File: src/design/dtm_pkg.sv
// constants for the memory-mapped data cache tag view
package dtm_pkg;
	// ************************************************************
	// geometry
	// ************************************************************
	localparam int SET_BITS = 4;
	localparam int SETS = 16;
	localparam int WAY_BITS = 2;
	localparam int WAYS = 4;
	localparam int LINE_BITS = WAY_BITS + SET_BITS;
	localparam int LINES = WAYS * SETS;
	localparam int TAG_BITS = 27 - SET_BITS;
	localparam int DIRTY_BITS = 8;
	localparam int REPL_BITS = 6;

	// ************************************************************
	// mapped address fields
	// ************************************************************
	localparam int BYTE_LSB = 0;
	localparam int BYTE_BITS = 5;
	localparam int SET_LSB = BYTE_LSB + BYTE_BITS;
	localparam int WAY_LSB = SET_LSB + SET_BITS;
	localparam int TD_POS = WAY_LSB + WAY_BITS;
	localparam int BASE_LSB = TD_POS + 1;
	localparam int BASE_BITS = 32 - BASE_LSB;
	localparam int WSEL_LSB = 2;
	localparam logic [BASE_BITS-1:0] BASE_ADDR = 20'hF_0000;

	// ************************************************************
	// tag word layout
	// ************************************************************
	localparam logic [1:0] WORD_ADDR = 2'h0;
	localparam logic [1:0] WORD_DIRTY = 2'h1;
	localparam logic [1:0] WORD_EMPTY = 2'h2;
	localparam logic [1:0] WORD_REPL = 2'h3;
	localparam int VALID_POS = 0;
	localparam int LOCK_POS = 1;
	localparam int TAG_LSB = 32 - TAG_BITS;
	localparam int MRU_LSB = 4;
	localparam int SEC_LSB = 2;
	localparam int THIRD_LSB = 0;

	// ************************************************************
	// reset values
	// ************************************************************
	localparam logic [REPL_BITS-1:0] REPL_RESET = 6'h24;
	localparam logic [TAG_BITS-1:0] TAG_RESET = 23'h00_0000;
	localparam logic [DIRTY_BITS-1:0] DIRTY_RESET = 8'h00;
	localparam logic [31:0] WORD_ZERO = 32'h0000_0000;
endpackage : dtm_pkg

File: src/design/dtm_tag_map.sv
// data cache tag arrays with their memory-mapped word view
`timescale 1ns/1ps
// Function
// RQ1: word 0 bit 0 is valid flag
// RQ2: word 0 bit 1 is lock flag
// RQ3: tag fills upper 27 minus log2(sets) bits
// RQ4: undefined bits read zero, writes ignored
// RQ5: word 1 low 8 bits dirty flags
// RQ6: dirty bit 0 belongs to word 0
// RQ7: word 2 reads zero, writes dropped
// RQ8: word 3 low 6 bits shared set replacement
// RQ9: bits 5:4, 3:2, 1:0 most to third recent
// RQ10: replace the way absent from all fields
// RQ11: software never repeats a way in fields
// RQ12: word index modulo four picks tag word
// RQ13: select bit set means tags, clear data
// RQ14: 2-bit way field picks line in set
// RQ15: 5-bit byte field picks byte in line
// RQ16: accessor uses aligned 32-bit accesses only
// RQ17: hit or fill makes way most recent; a mapped word 3 write to the same set in the same cycle wins instead
// RQ18: writes to words 0,1,3 read back
module dtm_tag_map (
	// clock and reset
	input wire logic core_clk,
	input wire logic rst_n,
	// mapped access port
	input wire logic acc_valid,
	input wire logic acc_write,
	input wire logic [31:0] acc_addr,
	input wire logic [31:0] acc_wdata,
	output logic acc_ack_reg,
	output logic [31:0] acc_rdata_reg,
	output logic dmem_route_reg,
	// cache use port: hit or fill of a way
	input wire logic use_valid,
	input wire logic [dtm_pkg::SET_BITS-1:0] use_set,
	input wire logic [dtm_pkg::WAY_BITS-1:0] use_way,
	// replacement query
	input wire logic repl_req,
	input wire logic [dtm_pkg::SET_BITS-1:0] repl_set,
	output logic repl_ack_reg,
	output logic [dtm_pkg::WAY_BITS-1:0] repl_way_reg
);
	// ************************************************************
	// address decode
	// ************************************************************
	logic mapped;
	logic tag_sel;
	logic data_sel;
	logic tag_wr;
	logic tag_rd;
	logic [1:0] wsel;
	logic [dtm_pkg::LINE_BITS-1:0] a_line;
	logic [dtm_pkg::SET_BITS-1:0] a_set;
	logic [31:0] rd_next;
	logic [dtm_pkg::REPL_BITS-1:0] repl_view;

	// base match, then tag/data split
	assign mapped = acc_valid && (acc_addr[31:dtm_pkg::BASE_LSB] == dtm_pkg::BASE_ADDR);
	assign tag_sel = mapped && acc_addr[dtm_pkg::TD_POS]; // see RQ13
	assign data_sel = mapped && !acc_addr[dtm_pkg::TD_POS]; // see RQ13
	assign tag_wr = tag_sel && acc_write;
	assign tag_rd = tag_sel && !acc_write;
	// byte bits 4:2 give the word; only its low two bits matter
	assign wsel = acc_addr[dtm_pkg::WSEL_LSB +: 2]; // see RQ12 see RQ15
	// way field above set field gives the line number
	assign a_line = acc_addr[dtm_pkg::SET_LSB +: dtm_pkg::LINE_BITS]; // see RQ14
	assign a_set = acc_addr[dtm_pkg::SET_LSB +: dtm_pkg::SET_BITS];

	// ************************************************************
	// storage
	// ************************************************************
	logic valid_reg [dtm_pkg::LINES];
	logic lock_reg [dtm_pkg::LINES];
	logic [dtm_pkg::TAG_BITS-1:0] tag_reg [dtm_pkg::LINES];
	logic [dtm_pkg::DIRTY_BITS-1:0] dirty_reg [dtm_pkg::LINES];
	logic [dtm_pkg::REPL_BITS-1:0] lru_reg [dtm_pkg::SETS];

	// promote a way to most recent, shifting older entries down
	function automatic logic [5:0] dtm_promote(input logic [5:0] r, input logic [1:0] w);
		logic [5:0] res;
		res = r;
		if (w == r[dtm_pkg::MRU_LSB +: 2])
			res = r;
		else if (w == r[dtm_pkg::SEC_LSB +: 2])
			res = {w, r[dtm_pkg::MRU_LSB +: 2], r[dtm_pkg::THIRD_LSB +: 2]};
		else
			res = {w, r[dtm_pkg::MRU_LSB +: 2], r[dtm_pkg::SEC_LSB +: 2]};
		return res;
	endfunction : dtm_promote

	// pick the way named in none of the three recency fields
	function automatic logic [1:0] dtm_victim(input logic [5:0] r);
		logic [3:0] seen;
		logic [1:0] v;
		seen = 4'h0;
		v = 2'h0;
		seen[r[dtm_pkg::MRU_LSB +: 2]] = 1'b1;
		seen[r[dtm_pkg::SEC_LSB +: 2]] = 1'b1;
		seen[r[dtm_pkg::THIRD_LSB +: 2]] = 1'b1;
		for (int w = dtm_pkg::WAYS - 1; w >= 0; w--)
		begin
			if (!seen[w])
				v = 2'(w);
		end
		return v;
	endfunction : dtm_victim

	// per-line address word and dirty word
	genvar g;
	generate
		for (g = 0; g < dtm_pkg::LINES; g++)
		begin : g_line
			always_ff @(posedge core_clk or negedge rst_n)
			begin
				if (!rst_n)
				begin
					valid_reg[g] <= 1'b0;
					lock_reg[g] <= 1'b0;
					tag_reg[g] <= dtm_pkg::TAG_RESET;
				end
				else if (tag_wr && wsel == dtm_pkg::WORD_ADDR && a_line == g)
				begin
					valid_reg[g] <= acc_wdata[dtm_pkg::VALID_POS]; // see RQ1 see RQ18
					lock_reg[g] <= acc_wdata[dtm_pkg::LOCK_POS]; // see RQ2 see RQ18
					tag_reg[g] <= acc_wdata[31:dtm_pkg::TAG_LSB]; // see RQ3 see RQ18
				end
			end

			// dirty flags, bit n for data word n
			always_ff @(posedge core_clk or negedge rst_n)
			begin
				if (!rst_n)
					dirty_reg[g] <= dtm_pkg::DIRTY_RESET;
				else if (tag_wr && wsel == dtm_pkg::WORD_DIRTY && a_line == g)
					dirty_reg[g] <= acc_wdata[dtm_pkg::DIRTY_BITS-1:0]; // see RQ5 see RQ6
			end
		end

		// one shared replacement word per set; mapped write beats use
		for (g = 0; g < dtm_pkg::SETS; g++)
		begin : g_set
			always_ff @(posedge core_clk or negedge rst_n)
			begin
				if (!rst_n)
					lru_reg[g] <= dtm_pkg::REPL_RESET;
				else if (tag_wr && wsel == dtm_pkg::WORD_REPL && a_set == g)
					lru_reg[g] <= acc_wdata[dtm_pkg::REPL_BITS-1:0]; // see RQ8 see RQ18
				else if (use_valid && use_set == g)
					lru_reg[g] <= dtm_promote(lru_reg[g], use_way); // see RQ17 see RQ9
			end
		end
	endgenerate

	// ************************************************************
	// read path
	// ************************************************************
	// read mux, undefined bits and word 2 give zero
	always_comb
	begin
		rd_next = dtm_pkg::WORD_ZERO;
		case (wsel)
			dtm_pkg::WORD_ADDR:
			begin
				rd_next[31:dtm_pkg::TAG_LSB] = tag_reg[a_line]; // see RQ3
				rd_next[dtm_pkg::LOCK_POS] = lock_reg[a_line]; // see RQ2
				rd_next[dtm_pkg::VALID_POS] = valid_reg[a_line]; // see RQ1 see RQ4
			end
			dtm_pkg::WORD_DIRTY:
				rd_next[dtm_pkg::DIRTY_BITS-1:0] = dirty_reg[a_line]; // see RQ5 see RQ4
			dtm_pkg::WORD_REPL:
				rd_next[dtm_pkg::REPL_BITS-1:0] = lru_reg[a_set]; // see RQ8 see RQ4
			default:
				rd_next = dtm_pkg::WORD_ZERO; // see RQ7
		endcase
	end

	// answer one cycle after a tag access, data hits routed away
	always_ff @(posedge core_clk or negedge rst_n)
	begin
		if (!rst_n)
		begin
			acc_ack_reg <= 1'b0;
			acc_rdata_reg <= dtm_pkg::WORD_ZERO;
			dmem_route_reg <= 1'b0;
		end
		else
		begin
			acc_ack_reg <= tag_sel;
			dmem_route_reg <= data_sel; // see RQ13
			if (tag_rd)
				acc_rdata_reg <= rd_next;
		end
	end

	// ************************************************************
	// replacement choice
	// ************************************************************
	assign repl_view = lru_reg[repl_set];

	// victim way one cycle after the query
	always_ff @(posedge core_clk or negedge rst_n)
	begin
		if (!rst_n)
		begin
			repl_ack_reg <= 1'b0;
			repl_way_reg <= 2'h0;
		end
		else
		begin
			repl_ack_reg <= repl_req;
			if (repl_req)
				repl_way_reg <= dtm_victim(repl_view); // see RQ10
		end
	end

	// ************************************************************
	// assertions
	// ************************************************************
	logic rd_done_reg;
	logic [1:0] rd_wsel_reg;

	// remembers the previous cycle's word select and whether that cycle was a mapped tag read
	always_ff @(posedge core_clk or negedge rst_n)
	begin
		if (!rst_n)
		begin
			rd_done_reg <= 1'b0;
			rd_wsel_reg <= 2'h0;
		end
		else
		begin
			rd_done_reg <= tag_rd;
			rd_wsel_reg <= wsel;
		end
	end
endmodule : dtm_tag_map

File: config.mk
export PLATFORM = sky130hd
export DESIGN_NAME = dtm_tag_map
export DESIGN_NICKNAME = d
export VERILOG_FILES = /design/src/design/dtm_pkg.sv /design/src/design/dtm_tag_map.sv
export SDC_FILE = /design/constraint.sdc
export NUM_CORES = 2
export LEC_CHECK = 0
export ABC_CLOCK_PERIOD_IN_PS = 2100
export BUFFER_PORTS_ARGS = -buffer_cell sky130_fd_sc_hd__buf_2
export CAP_MARGIN = 20
export CORE_MARGIN = 3
export CORE_UTILIZATION = 57
export CTS_CLUSTER_SIZE = 40
export DETAILED_ROUTE_END_ITERATION = 10
export GPL_ROUTABILITY_DRIVEN = 0
export PLACE_DENSITY_LB_ADDON = 0.25
export RECOVER_POWER = 25
export SLEW_MARGIN = 20
export SYNTH_ARGS = -nofsm -noshare
export SYNTH_HDL_FRONTEND = slang
export SYNTH_SLANG_ARGS = --single-unit
File: constraint.sdc
create_clock -name core_clk -period 2.1 [get_ports core_clk]
set_clock_uncertainty 0.2 [all_clocks]
set_input_delay 0.105 -clock core_clk [delete_from_list [all_inputs] [get_ports core_clk]]
set_output_delay 0.105 -clock core_clk [all_outputs]
set_load 0.01 [all_outputs]
==> out/qor.csv <==
stage,metric,value,unit
setup_path,endpoint class of the critical path,register,
synthesis,post-synth top area share,53.4,%
finish,"commonest non-fill, non-tap cells in the layout","2212 x dfrtp_1, 1963 x mux2_2, 721 x mux4_2",
detailed_routing,detailed-router iteration count before antenna repair,5,
sta,Least-Margin Pin Slew,1.24,ns
floorplan,die height,433,um
floorplan,cell row count,155,
global_route,initial antenna violation count,12,
finish,proportion of layout cells with a drive suffix above 1,58.7,%
power,net switching power,22.1,mW
power,Max IR drop VDD,0.808,mV
finish,"most common cell after layout, fill and taps aside",dfrtp_1,
power,Leakage,60.4,nW
placement,DP HPWL,191,mm
setup_path,Worst Path Arrival,3.06,ns
finish,number of flip-flops under the largest register name,1472,
min_path,Hold EP,acc_rdata_reg[1]$_DFFE_PN0P_,
global_route,grt met2 use,51.5,%
sta,max-slew violations,0,
setup_path,Critical Path RT,2.65,ns
setup_path,reg2reg start,lock_reg[28]$_DFFE_PN0P_,
synthesis,adder and majority gate portion of the synthesized area,0.00965,%
floorplan,die footprint,187000,sq um
setup_path,R2R Setup Slk,-0.41,ns
sta,RSZ-0062 raised after global routing,true,
floorplan,effective utilization at floorplan,57.8,%
detailed_routing,wire per inst,29.6,um
global_route,first-pass GRT wire length,435,mm
power,Flop pwr share,47.2,%
detailed_routing,Via Count,62400,
synthesis,multiplexer share of the synthesized area,39.6,%
synthesis,simple-gate share of the synthesized area,1.99,%
sta,# setup viols final,900,
sta,Hold Worst Slack,0.0601,ns
clocking,H-Tree Depth,4,
synthesis,"top cells by area, synth","dfrtp_1 53%, mux2_2 22%, mux4_2 16%",
placement,dpl ws,-1.00,ns
global_route,met3 usage,5.76,%
synthesis,ys flop type,dfrtp_1,
min_path,Worst Hold Depth,9,
setup_path,critical path type,reg2reg,
setup_path,CP Max Fanout,2,
floorplan,Core Area,180000,sq um
detailed_routing,drt drc,0,
setup_path,reg2reg path depth,7,
power,logic gate share of total power,7.9,%
global_route,grt met1 use,42.0,%
sta,minimum clock period,2.51,ns
clocking,Clock transition at path regs,0.06,ns
synthesis,number of enable flip-flop cells after synthesis,0,
status,status,"complete, but fails checks",
synthesis,asr flop ratio synth,100,%
synthesis,Syn Std Cell Area,104000,sq um
global_route,GRT overflow,0,
power,Int Power,71.7,mW
clocking,number of CTS-inserted buffers,226,
synthesis,main combinational cell family by area after synthesis,multiplexers,
clocking,Skew-Pair Late Insertion Delay,0.86,ns
synthesis,syn_nets,6600,
floorplan,overall die width,433,um
clocking,Bufs on Longest Clock Path,3,
global_route,largest net degree at the start of global routing,101,
sta,Achievable Freq,0.398,GHz
synthesis,largest area contributor in the netlist,dfrtp_1,
setup_path,startpoint types,register,
synthesis,register area share after synthesis,54.2,%
power,Sw Share,23.6,%
finish,fin nets,7226,
synthesis,yosys warns,0,
detailed_routing,post-DR vias/cell,6.43,
placement,port bufs,111,
global_route,Total Routing Usage GR,31.3,%
global_route,GR peak layer,met2,
detailed_routing,initial drt markers,4842,
sta,fin crit share,120,%
sta,slew margin rel.,17.7,%
synthesis,register bit total from synthesis,2244,
detailed_routing,WL final,287,mm
synthesis,Gate Count Post-Synth,6520,
detailed_routing,post-route ant nets,0,
global_route,number of global-route vias before repair,66400,
synthesis,Synth cell types,48,
floorplan,io pins,117,
clocking,root buffer cell,clkbuf_16,
run,Max Cap Violations,0,
synthesis,Compound-Gate Fraction of Synth Area,1.27,%
finish,Synth-to-Final Area Change,19.5,%
clocking,TritonCTS clock tree,done,
synthesis,post-synthesis xor/xnor area fraction,0.549,%
power,Clk pwr share,45.0,%
synthesis,synthesized area per cell,15.9,sq um
clocking,clock tree sinks,2244,
setup_path,RR Endpoint,acc_rdata_reg[1]$_DFFE_PN0P_,
power,pwr dens,756,nW/um^2
sta,final count of hold timing violations,0,
min_path,Hold Crit Start,acc_addr[26],
status,failing checks,negative setup slack,
min_path,hold crit path type,in2reg,
finish,# fillers,11600,
sta,worst setup margin,-0.410,ns
## repair_timing
item                                    4_1_cts  5_1_grt
hold endpoints to repair                   4486       18
cloned                                        0        0
hold buffers                                 61        2
gates resized for setup                      48       33
endpoints found under the setup margin       33       80
pin swaps                                    41       31
buffers inserted                              8        8
## power by group through the flow
stage                     logic, mW  clock network [mW]  registers, mW
after floorplan                3.41                   0           45.1
after detailed placement       7.25                   0           45.0
after global placement         7.11                   0           45.0
after CTS                      7.44                42.7           44.2
final                          7.39                42.2           44.2
after global routing           7.95                44.5           44.3
## how the worst max path moves through the flow
stage	slack [ns]	cells past startpoint	startpoint	end
global route	-0.47	7	dirty_reg[449]$_DFFE_PN0P_	acc_rdata_reg[1]$_DFFE_PN0P_
finish	-0.41	7	lock_reg[28]$_DFFE_PN0P_	acc_rdata_reg[1]$_DFFE_PN0P_
detailed placement	-1.00	10	acc_addr[5]	acc_rdata_reg[0]$_DFFE_PN0P_
global placement	-0.95	10	acc_addr[5]	acc_rdata_reg[0]$_DFFE_PN0P_
CTS	-0.40	7	lock_reg[28]$_DFFE_PN0P_	acc_rdata_reg[1]$_DFFE_PN0P_
floorplan	-0.38	9	acc_addr[18]	tag_reg[173]$_DFFE_PN0P_
## kinds of logic (layout without fill, tap and decap cells)
kind of cell               count (synthesis)  after routing
DFF                                     2244           2244
muxes                                   2937           2937
xor gates and xnor gates                  65             65
other                                      1              6
buffers and inverters                    606           1424
and+or+nand+nor                          442            442
AOI/OAI and AO/OA                        224            224
adders and majority gates                  1              1
## worst max-delay path: stages (launching register included)
cell,delay (ns)
dfrtp_1,0.39
mux4_2,0.51
mux4_2,0.57
nor2_4,0.16
a21oi_4,0.06
a211oi_2,0.26
buf_4,0.18
nor3_2,0.05
## cells in the mapped netlist, types with 32 or more instances
cell / number
mux2_1: 43
nor2_2: 49
a21oi_1: 133
nand2_1: 136
dfrtp_1: 2212
mux4_2: 721
clkbuf_1: 377
xnor2_1: 38
a22oi_1: 35
buf_1: 62
nor2_1: 155
mux2i_1: 104
buf_2: 151
mux2_2: 2069
dfstp_2: 32
## cell type report
type	count	area (sq um)	area share [%]
clock buffers	330	6620	5.34
well taps	2355	2950	2.38
flip-flops and latches	2244	56200	45.3
clock inverters	90	1290	1.04
repair buffers	1000	10900	8.80
multi-input cells	3670	46000	37.1
inverters	4	15.0	0.0121
diodes	5	12.5	0.0101
## layer usage
metal | wire length, um | share of wire (%) | up-vias
met5 | 37 | 0.013 | -
met4 | 11200 | 3.9 | 6
met3 | 18500 | 6.4 | 609
met2 | 142000 | 49 | 2125
met1 | 116000 | 40 | 33900
li1 | - | - | 25700
## stage by stage
step	setup TNS (ns)	area [sq um]	utilization [%]	cells	power, mW
floorplan	-498.77	105000	-	6520	48.5
global placement	-1012.73	115000	64.2	9197	52.1
global route	-165.55	124000	69.0	9693	96.7
finish	-101.63	124000	69.0	9698	93.8
detailed placement	-1162.86	115000	64.2	9197	52.2
CTS	-9.09	124000	69.1	9686	94.4
No activity file was read; power rests on OpenSTA's default activity.
